## config.mk

```make
export PLATFORM = sky130hd
export DESIGN_NAME = dcpm_ctrl
export DESIGN_NICKNAME = d
export VERILOG_FILES = /design/src/core/dcpm_pkg.sv /design/src/core/dcpm_ctrl.sv /design/src/core/dcpm_glitchfree_mux.sv
export SDC_FILE = /design/constraint.sdc
export NUM_CORES = 1
export LEC_CHECK = 0
export ABC_AREA = 0
export ABC_CLOCK_PERIOD_IN_PS = 3800
export CAP_MARGIN = 30
export CORE_MARGIN = 2
export CORE_UTILIZATION = 67
export CTS_CLUSTER_SIZE = 28
export DETAILED_ROUTE_END_ITERATION = 10
export DONT_BUFFER_PORTS = 1
export PLACE_DENSITY = 0.89
export REMOVE_ABC_BUFFERS = 1
export SYNTH_ARGS = -nofsm -noshare
export SYNTH_HDL_FRONTEND = slang
export SYNTH_HIERARCHICAL = 1
export SYNTH_SLANG_ARGS = --single-unit
```

## constraint.sdc

```tcl
create_clock -name CLOCK_I -period 3.8 [get_ports CLOCK_I]
set_clock_uncertainty 0.1 [all_clocks]
set_input_delay 0.95 -clock CLOCK_I [delete_from_list [all_inputs] [get_ports CLOCK_I]]
set_output_delay 0.95 -clock CLOCK_I [all_outputs]
set_load 0.01 [all_outputs]
```

## src/core/dcpm_pkg.sv

```systemverilog
package dcpm_pkg;
    // ----------------------------------------
    // Register map
    // ----------------------------------------
    localparam logic [7:0] MODE_REG_ADDR   = 8'h17;
    localparam logic [7:0] SLEEP_REG_ADDR  = 8'h15;
    localparam logic [7:0] SLEEP_KEY       = 8'h5A;
    localparam logic [7:0] MODE_REG_RESET  = 8'h88;
    localparam int         CPU_SEL_BIT     = 7;
    localparam int         DIV_SEL_LSB     = 4;
    localparam int         DIV_SEL_W       = 3;
    localparam int         TICK_EN_BIT     = 3;
    localparam int         TICK_CLR_BIT    = 2;
    localparam int         TICK_W          = 14;
    // ----------------------------------------
    // Option and timing
    // ----------------------------------------
    localparam logic [1:0] FAST_SRC_4M     = 2'h0;
    localparam logic [1:0] FAST_SRC_2M     = 2'h1;
    localparam logic [1:0] FAST_SRC_500K   = 2'h2;
    localparam int         FAST_SETTLE_CYC = 512;
    localparam int         RC32_SETTLE_CYC = 4;
    localparam int         XTAL_SETTLE_CYC = 1024;
    localparam int         SETTLE_W        = 11;
    typedef enum logic [2:0] {
        PM_NORMAL,
        PM_SLOW,
        PM_STANDBY,
        PM_HALT,
        PM_SETTLE
    } dcpm_mode_t;
endpackage

```

## src/core/dcpm_ctrl.sv

```systemverilog
// Decided for this implementation: the address-and-strobe port and the address map.
`timescale 1ns/10ps
`default_nettype none
// Functional notes
// RULE1 - Fast clock divided by two power 0..7
// RULE2 - Slow clock drives 14-bit tick divider
// RULE3 - Mode bit enables tick divider; slow mode and standby run it even with the bit clear
// RULE4 - Writing zero clears tick count; reads one
// RULE5 - Normal: CPU on divided fast clock
// RULE6 - Slow: CPU on slow clock, fast off
// RULE7 - Standby: CPU and fast stopped, slow runs
// RULE8 - Standby wakes on four event kinds
// RULE9 - Halt stops all; key or external wake
// RULE10 - Mode register and sleep register drive modes
// RULE11 - Oscillator sources are one-time options
// RULE12 - Bit 7 selects fast or slow CPU
// RULE13 - Only 0x5A written to sleep register sleeps
// RULE14 - Sleep enters standby if ticks enabled, else halt
// RULE15 - Wake resumes per bit 7 after settling
// RULE16 - All clock switching glitch-free
module dcpm_ctrl
    import dcpm_pkg::*;
#(
    parameter int FAST_SETTLE = FAST_SETTLE_CYC,
    parameter int SLOW_SETTLE = XTAL_SETTLE_CYC
) (
    // Clock and reset
    input  wire logic                      CLOCK_I,
    input  wire logic                      ARST_N_I,
    // One-time option straps
    input  wire logic [1:0]                FAST_SRC_OPT_I,
    input  wire logic                      SLOW_XTAL_OPT_I,
    // Oscillator pulses (asynchronous levels)
    input  wire logic                      FAST_OSC_I,
    input  wire logic                      SLOW_OSC_I,
    // Register port
    input  wire logic [7:0]                ADDR_I,
    input  wire logic [7:0]                WDATA_I,
    input  wire logic                      WR_I,
    input  wire logic                      RD_I,
    output logic      [7:0]                RDATA_O,
    // Wake-up events (asynchronous)
    input  wire logic                      KEY_CHANGE_I,
    input  wire logic                      SLOW_TIMER_IRQ_I,
    input  wire logic                      TICK_IRQ_I,
    input  wire logic                      EXT_IRQ_I,
    // Derived clock enables and status
    output logic                           CPU_CLK_EN_O,
    output logic                           FAST_OSC_EN_O,
    output logic                           SLOW_OSC_EN_O,
    output logic                           FAST_DIV_EN_O,
    output logic      [TICK_W-1:0]         TICK_DIV_O,
    output logic      [2:0]                MODE_O,
    output logic      [1:0]                FAST_SRC_O,
    output logic                           SLOW_XTAL_O
);
    import dcpm_pkg::*;

    // ----------------------------------------
    // Synchronisers
    // ----------------------------------------
    logic [5:0] sync_a;
    logic [5:0] sync_b;
    logic [5:0] raw_in;
    assign raw_in = {FAST_OSC_I, SLOW_OSC_I, KEY_CHANGE_I, SLOW_TIMER_IRQ_I, TICK_IRQ_I, EXT_IRQ_I};
    always_ff @(posedge CLOCK_I or negedge ARST_N_I) begin
        if (!ARST_N_I) begin
            sync_a <= 6'h00;
            sync_b <= 6'h00;
        end else begin
            sync_a <= raw_in;
            sync_b <= sync_a;
        end
    end
    logic fast_lvl;
    logic slow_lvl;
    logic fast_prev;
    logic slow_prev;
    logic fast_edge;
    logic slow_edge;
    assign fast_lvl  = sync_b[5];
    assign slow_lvl  = sync_b[4];
    assign fast_edge = fast_lvl & ~fast_prev & FAST_OSC_EN_O;
    assign slow_edge = slow_lvl & ~slow_prev & SLOW_OSC_EN_O;

    // ----------------------------------------
    // Option capture after reset release
    // ----------------------------------------
    logic opt_taken;
    always_ff @(posedge CLOCK_I or negedge ARST_N_I) begin
        if (!ARST_N_I) begin
            opt_taken   <= 1'b0;
            FAST_SRC_O  <= FAST_SRC_4M;
            SLOW_XTAL_O <= 1'b0;
        end else if (!opt_taken) begin
            opt_taken   <= 1'b1;
            FAST_SRC_O  <= FAST_SRC_OPT_I;                   // RULE11
            SLOW_XTAL_O <= SLOW_XTAL_OPT_I;                  // RULE11
        end
    end

    // ----------------------------------------
    // Register decode
    // ----------------------------------------
    logic [7:0] operating_mode_register;
    logic       mode_wr;
    logic       sleep_wr;
    logic       sleep_cmd;
    logic       tick_clr;
    logic       tick_en;
    logic       sel_fast;
    logic [2:0] div_sel;
    assign mode_wr   = WR_I & (ADDR_I == MODE_REG_ADDR);
    assign sleep_wr  = WR_I & (ADDR_I == SLEEP_REG_ADDR);
    assign sleep_cmd = sleep_wr & (WDATA_I == SLEEP_KEY);   // RULE13
    assign tick_clr  = mode_wr & ~WDATA_I[TICK_CLR_BIT];    // RULE4
    assign tick_en   = operating_mode_register[TICK_EN_BIT];
    assign sel_fast  = operating_mode_register[CPU_SEL_BIT];
    assign div_sel   = operating_mode_register[DIV_SEL_LSB +: DIV_SEL_W];

    logic [7:0] next_rdata;
    // Clear bit has no storage and always reads high
    assign next_rdata = (RD_I & (ADDR_I == MODE_REG_ADDR)) ?
                        (operating_mode_register | (8'h01 << TICK_CLR_BIT)) : 8'h00; // RULE4

    always_ff @(posedge CLOCK_I or negedge ARST_N_I) begin
        if (!ARST_N_I) begin
            operating_mode_register <= MODE_REG_RESET;
            RDATA_O                 <= 8'h00;
        end else begin
            RDATA_O <= next_rdata;
            if (mode_wr) begin
                operating_mode_register <= WDATA_I & ~(8'h01 << TICK_CLR_BIT); // RULE10
            end
        end
    end

    // ----------------------------------------
    // Mode state machine
    // ----------------------------------------
    dcpm_mode_t mode;
    dcpm_mode_t next_mode;
    logic       wake_standby;
    logic       wake_halt;
    logic       settle_done;
    logic       was_halt;
    logic [SETTLE_W-1:0] settle_cnt;
    logic [SETTLE_W-1:0] settle_target;
    localparam logic [SETTLE_W-1:0] FAST_SET_W = SETTLE_W'(FAST_SETTLE);
    localparam logic [SETTLE_W-1:0] SLOW_SET_W = SETTLE_W'(SLOW_SETTLE);
    localparam logic [SETTLE_W-1:0] RC32_SET_W = SETTLE_W'(RC32_SETTLE_CYC);

    assign wake_standby = |sync_b[3:0];                                    // RULE8
    assign wake_halt    = sync_b[3] | sync_b[0];                           // RULE9
    // Counts are in source-oscillator edges; halted slow osc needs its settle too
    assign settle_target = sel_fast ? FAST_SET_W :
                           (was_halt ? (SLOW_XTAL_O ? SLOW_SET_W : RC32_SET_W) : RC32_SET_W);
    assign settle_done   = (settle_cnt >= settle_target);                  // RULE15

    always_comb begin
        next_mode = mode;
        unique case (mode)
            PM_NORMAL: begin
                if (sleep_cmd) begin
                    next_mode = tick_en ? PM_STANDBY : PM_HALT;            // RULE14
                end else if (!sel_fast) begin
                    next_mode = PM_SLOW;                                   // RULE12
                end
            end
            PM_SLOW: begin
                if (sleep_cmd) begin
                    next_mode = tick_en ? PM_STANDBY : PM_HALT;            // RULE14
                end else if (sel_fast) begin
                    next_mode = PM_SETTLE;                                 // RULE12
                end
            end
            PM_STANDBY: begin
                if (wake_standby) begin
                    next_mode = PM_SETTLE;
                end
            end
            PM_HALT: begin
                if (wake_halt) begin
                    next_mode = PM_SETTLE;
                end
            end
            PM_SETTLE: begin
                if (settle_done) begin
                    next_mode = sel_fast ? PM_NORMAL : PM_SLOW;            // RULE15
                end
            end
            default: next_mode = PM_NORMAL;
        endcase
    end

    logic settle_edge;
    assign settle_edge = sel_fast ? fast_edge : slow_edge;
    always_ff @(posedge CLOCK_I or negedge ARST_N_I) begin
        if (!ARST_N_I) begin
            mode       <= PM_NORMAL;
            settle_cnt <= '0;
            was_halt   <= 1'b0;
        end else begin
            mode <= next_mode;
            if (mode != PM_SETTLE) begin
                settle_cnt <= '0;
            end else if (settle_edge && !settle_done) begin
                settle_cnt <= settle_cnt + SETTLE_W'(1);
            end
            if (mode == PM_HALT) begin
                was_halt <= 1'b1;
            end else if (mode != PM_SETTLE) begin
                was_halt <= 1'b0;
            end
        end
    end

    // ----------------------------------------
    // Oscillator enables per mode
    // ----------------------------------------
    logic next_fast_osc;
    logic next_slow_osc;
    logic next_fast_div;
    assign next_fast_osc = (next_mode == PM_NORMAL) |
                           ((next_mode == PM_SETTLE) & sel_fast);          // RULE5 RULE6 RULE7
    assign next_slow_osc = (next_mode != PM_HALT) &
                           ((next_mode != PM_NORMAL) | tick_en | ~sel_fast); // RULE9
    assign next_fast_div = (next_mode == PM_NORMAL);                       // RULE6 RULE7
    always_ff @(posedge CLOCK_I or negedge ARST_N_I) begin
        if (!ARST_N_I) begin
            FAST_OSC_EN_O <= 1'b1;
            SLOW_OSC_EN_O <= 1'b1;
            FAST_DIV_EN_O <= 1'b1;
            fast_prev     <= 1'b0;
            slow_prev     <= 1'b0;
            MODE_O        <= 3'h0;
        end else begin
            FAST_OSC_EN_O <= next_fast_osc;
            SLOW_OSC_EN_O <= next_slow_osc;
            FAST_DIV_EN_O <= next_fast_div;
            fast_prev     <= fast_lvl;
            slow_prev     <= slow_lvl;
            MODE_O        <= 3'(next_mode);
        end
    end

    // ----------------------------------------
    // Fast divider: 2^N tick on oscillator edges
    // ----------------------------------------
    logic [6:0] fast_div_cnt;
    logic [6:0] div_mask;
    logic       fast_tick;
    assign div_mask  = 7'((8'h01 << div_sel) - 8'h01);                    // RULE1
    assign fast_tick = fast_edge & FAST_DIV_EN_O & ((fast_div_cnt & div_mask) == div_mask); // RULE1
    always_ff @(posedge CLOCK_I or negedge ARST_N_I) begin
        if (!ARST_N_I) begin
            fast_div_cnt <= 7'h00;
        end else if (!FAST_DIV_EN_O) begin
            fast_div_cnt <= 7'h00;
        end else if (fast_edge) begin
            // Ratio change applies its new mask to the running count at once, even mid-period
            fast_div_cnt <= fast_tick ? 7'h00 : fast_div_cnt + 7'h01;      // RULE16
        end
    end

    // ----------------------------------------
    // Slow tick divider
    // ----------------------------------------
    logic [TICK_W-1:0] tick_cnt;
    logic              tick_run;
    // Standby and slow keep the divider alive regardless of the enable bit
    assign tick_run = SLOW_OSC_EN_O & (tick_en | (mode == PM_SLOW) | (mode == PM_STANDBY)); // RULE3 RULE6 RULE7
    always_ff @(posedge CLOCK_I or negedge ARST_N_I) begin
        if (!ARST_N_I) begin
            tick_cnt   <= '0;
            TICK_DIV_O <= '0;
        end else begin
            if (tick_clr) begin
                tick_cnt <= '0;                                            // RULE4
            end else if (tick_run && slow_edge) begin
                tick_cnt <= tick_cnt + TICK_W'(1);                         // RULE2
            end
            TICK_DIV_O <= tick_cnt;                                        // RULE2
        end
    end

    // ----------------------------------------
    // CPU clock selection
    // ----------------------------------------
    logic cpu_run;
    logic cpu_tick;
    assign cpu_run = (mode == PM_NORMAL) | (mode == PM_SLOW);              // RULE5 RULE6
    dcpm_glitchfree_mux u_mux (
        .CLOCK_I     (CLOCK_I),
        .ARST_N_I    (ARST_N_I),
        .sel_slow_i  (mode == PM_SLOW),
        .run_i       (cpu_run),
        .fast_tick_i (fast_tick),
        .slow_tick_i (slow_edge),
        .cpu_tick_o  (cpu_tick),
        .on_fast_o   ()
    );                                                                     // RULE16
    always_ff @(posedge CLOCK_I or negedge ARST_N_I) begin
        if (!ARST_N_I) begin
            CPU_CLK_EN_O <= 1'b0;
        end else begin
            CPU_CLK_EN_O <= cpu_tick;
        end
    end
endmodule
`default_nettype wire

```

## src/core/dcpm_glitchfree_mux.sv

```systemverilog
`timescale 1ns/10ps
`default_nettype none
// ----------------------------------------
// Glitch-free two-input clock select
// ----------------------------------------
module dcpm_glitchfree_mux (
    // Clock and reset
    input  wire logic CLOCK_I,
    input  wire logic ARST_N_I,
    // Candidate clock enables
    input  wire logic sel_slow_i,
    input  wire logic run_i,
    input  wire logic fast_tick_i,
    input  wire logic slow_tick_i,
    // Gated result
    output logic      cpu_tick_o,
    output logic      on_fast_o
);
    logic fast_own;
    logic slow_own;
    logic next_fast_own;
    logic next_slow_own;
    // Break-before-make: a source is released in the cycle it is deselected or run drops
    assign next_fast_own = run_i & ~sel_slow_i & ~slow_own ? 1'b1 :
                           (fast_tick_i | ~run_i | sel_slow_i) ? 1'b0 : fast_own;
    assign next_slow_own = run_i & sel_slow_i & ~fast_own ? 1'b1 :
                           (slow_tick_i | ~run_i | ~sel_slow_i) ? 1'b0 : slow_own;
    always_ff @(posedge CLOCK_I or negedge ARST_N_I) begin
        if (!ARST_N_I) begin
            fast_own   <= 1'b0;
            slow_own   <= 1'b0;
            cpu_tick_o <= 1'b0;
        end else begin
            fast_own   <= next_fast_own;
            slow_own   <= next_slow_own;
            cpu_tick_o <= (fast_own & fast_tick_i) | (slow_own & slow_tick_i);
        end
    end
    assign on_fast_o = fast_own;
endmodule
`default_nettype wire

```

==> results.md <==
- Synth cell types: 58
- Worst-case clock buffer depth: 2
- Layout area overhead: 6.54%
- CP cell instances: inv_1, nand3_1, ha_1, o211ai_1, nand3b_1, or4b_1, nand2_1, o32a_1
- Worst R2R End: SLOW_OSC_EN_O
- DRT iter0 DRCs: around 220
- Post-route cell area: around 0.0042 mm^2
- Clk slew on worst S/H paths: about 0.090 ns
- Dpl cell area: between 0.004 and 0.005 mm^2
- DR vias: approximately 2.6k
- Die area: approximately 0.0065 mm^2
- First-pass GRT wire length: approximately 13000 um
- Tot GR Track Use: between 20% and 30%
- Mux contribution to synthesized area: approximately 3.7%
- Mapped Area: approximately 0.004 mm^2
- Adder-Cell Fraction of Synth Area: under 10%
- Slowest stage cell, crit path: or4b_1
- CP Data Arrival Time: slightly above 3 ns
- Flop and latch count out of synthesis: 90
- Maximum clock rate: roughly 350 MHz
- Rows: 28
- Critical path capture point type: register
- Hold slack final: 0.185 ns
- Post-synthesis compound-gate area fraction: between 7 and 8%
- Final Max Tran Viols: 0
- Layout cells sized above 1: 14.7%
- CTS H-tree lvls: 3
- Seq/Total Area, Yosys: between 50% and 60%
- Largest net degree at the start of global routing: 91
- Setup CP Type: reg -> reg
- Simple-gate share of the synthesized area: between 20 and 25%
- Worst hold path class: in -> async
- Drt total wl: approximately 7700 um
- Routability cong.: about 0.9
- Starting Density: approximately 68%
- CP peak stage delay: approximately 0.7 ns
- Run status: finished, final reports clean
- Req. time, crit path: ~4 ns
- Dpl hpwl: between 5000 and 6000 um
- Setup TNS Final: 0 ns
- R2R Setup Slk: 0.97 ns
- Setup Viol. Count Final: 0
- Port Buffers: 0
- CTS root buffer: clkbuf_8
- Via density: ~6.2
- # DRC: 0
- NumNets Final: 379
- Worst-margin pin slew: approximately 0.67 ns
- I/O Pins: 61
- Placed Instances: between 400 and 500
- Crit path max-delay family: simple AND/OR/NAND/NOR gates
- ANT cells: 0
- Async SR Flop Fraction: 100%
- Synth Warn #: 6
- Number of synthesized flops with an enable pin: 0
- Peak supply drop: between 0.0004 and 0.0005 V
- Area occupied by multi-input gates: between 0.0015 and 0.002 mm^2
- Largest family of logic cells by synthesized area: simple AND/OR/NAND/NOR gates
- MaxCap Viol Count: 0
- Predominant post-synthesis flop cell: dfrtp_1
- Gr ovfl total: 0
- Power Dens Cells: about 520 mW/mm^2
- Final Hold Fails: 0
- Max Fanout on Critical Path: 11
- Core Footprint: roughly 0.0058 mm^2
- Non-filler cells, final: between 400 and 500
- Leak Pwr: between 1.5 and 2 nW
- Vias in the first global route: roughly 2.7k
- Post_cts resized: 0
- Fill count: 385
- Reg2reg start: operating_mode_register[7]
- Xor-xnor portion of the synthesized cell area: between 5 and 6%
- Chip width: about 81 um
- Final period util: approximately 75%
- Worst r2r path cells: 8
- First-pass DRT Iterations: 7
- Max_slew headroom: between 50% and 60%
- Die height: between 80 and 90 um
- Number of routed nets with antenna violations: 0
- CTS buffer count: 9
- Syn Inst Count: 339
- # clock sinks: 90
- Hold buffer count at CTS: 0
- Register area: 0.00226 mm^2
- CP Buf/Inv Count: 1
- CTS tree: yes
- Post-CTS setup buffers: 0
- Routed WL per cell: around 18 um
- Crit path time final: 2.83 ns
- Worst skew pair latency: 0.35 ns
- RSZ-0062 raised after global routing: no
- Initial antenna violation count: 0
- Synthesized area per cell: about 12 um^2
- Worst Setup Start Kind: register
==> cell usage after synthesis, drive strengths merged (2+ instances only) <==
cell	instances	area, um^2
buf	6	36.3
a21oi	9	48.8
and4	5	43.8
nor4	12	119
nor3b	2	15.0
nor2b	4	25.0
inv	9	33.8
ha	7	87.6
nand2b	5	31.3
and3	5	31.3
nand4b	2	17.5
o211ai	6	50.1
and4b	2	20.0
nand4	6	37.5
xor2	2	17.5
nor3	9	50.1
clkbuf	3	11.3
and2	9	56.3
nor2	34	130
xnor2	23	201
mux2	10	113
nand3b	2	15.0
nand2	26	97.6
dfstp	5	131
dfrtp	85	2130
nand3	10	55.1
o21ai	14	73.8
a21boi	2	15.0
a31oi	2	12.5
mux2i	2	32.5
nor4b	4	68.8
and4bb	2	25.0
==> layout by cell type (no fill, tap or decap), types with 2 or more instances in the layout <==
cell type / Yosys / layout
a21boi_0: 2 / 2
a21oi_1: 8 / 8
a31oi_1: 2 / 2
and2_1: 8 / 8
and3_1: 5 / 5
and4_1: 5 / 5
and4b_1: 2 / 2
and4bb_1: 2 / 2
buf_4: 0 / 2
clkbuf_1: 3 / 2
clkbuf_8: 0 / 10
dfrtp_1: 85 / 85
dfstp_2: 5 / 5
ha_1: 7 / 7
inv_1: 9 / 9
mux2_2: 10 / 10
nand2_1: 26 / 26
nand2b_1: 5 / 5
nand3_1: 9 / 9
nand3b_1: 2 / 2
nand4_1: 6 / 6
nand4b_1: 2 / 2
nor2_1: 33 / 33
nor2b_1: 4 / 4
nor3_1: 8 / 8
nor3b_1: 2 / 2
nor4_1: 5 / 5
nor4_2: 7 / 7
nor4b_2: 3 / 3
o211ai_1: 5 / 5
o21ai_0: 13 / 13
xnor2_1: 23 / 23
xor2_1: 2 / 2
==> cell families (layout without fill, tap and decap cells) <==
logic type,after synthesis,after routing
and+or+nand+nor,144,144
DFF,90,90
AOI/OAI and AO/OA,42,42
xor gates and xnor gates,25,25
buffers and inverters,18,27
muxes,12,12
adders and majority gates,7,7
other,1,1
==> how the worst max path moves through the flow <==
stage / cells past startpoint / to / start
global placement: 8 / SLOW_OSC_EN_O / operating_mode_register[7]
global route: 8 / SLOW_OSC_EN_O / operating_mode_register[7]
floorplan: 7 / FAST_DIV_EN_O / operating_mode_register[7]
CTS: 8 / SLOW_OSC_EN_O / operating_mode_register[7]
finish: 8 / SLOW_OSC_EN_O / operating_mode_register[7]
detailed placement: 8 / SLOW_OSC_EN_O / operating_mode_register[7]
==> state kept, by name (all words and copies together), names as in the netlist, 2 cells and up <==
signal / count
TICK_DIV_O: 14
fast_div_cnt: 7
FAST_SRC_O: 2
tick_cnt: 14
MODE_O: 3
sync_a: 6
operating_mode_register: 7
sync_b: 6
RDATA_O: 8
settle_cnt: 11
==> report_power, final <==
part	internal [mW]	total, mW	switching (mW)
logic	0.113	0.227	0.114
clock network	0.325	0.649	0.324
registers	1.12	1.31	0.192
total	1.56	2.19	0.629
==> cell type report <==
type | count | area share [%]
clock buffer | 12 | 3.44
clock inverter | 4 | 1.24
inverter | 9 | 0.800
multi-input combinational | 231 | 38.4
sequential | 90 | 53.5
tap | 75 | 2.22
timing repair buffer | 2 | 0.356
==> through the flow <==
step                      setup slack, ns  total power [mW]  utilization [%]
final                               0.968              2.19             72.6
after global routing                0.817              2.29             72.6
after CTS                            1.02              2.20             72.6
after detailed placement             1.08              1.55             69.2
after global placement               1.20              1.53             69.1
after floorplan                      1.04              1.46                -
==> per-layer routing <==
layer / wire length [um] / track usage [%] / vias to the layer above
li1: - / - / 1204
met1: 3150 / 34.3 / 1311
met2: 3880 / 42.6 / 105
met3: 479 / 7.67 / 17
met4: 165 / 10.7 / 0
met5: 0 / 0 / -
(Power assumes the default switching activity.)
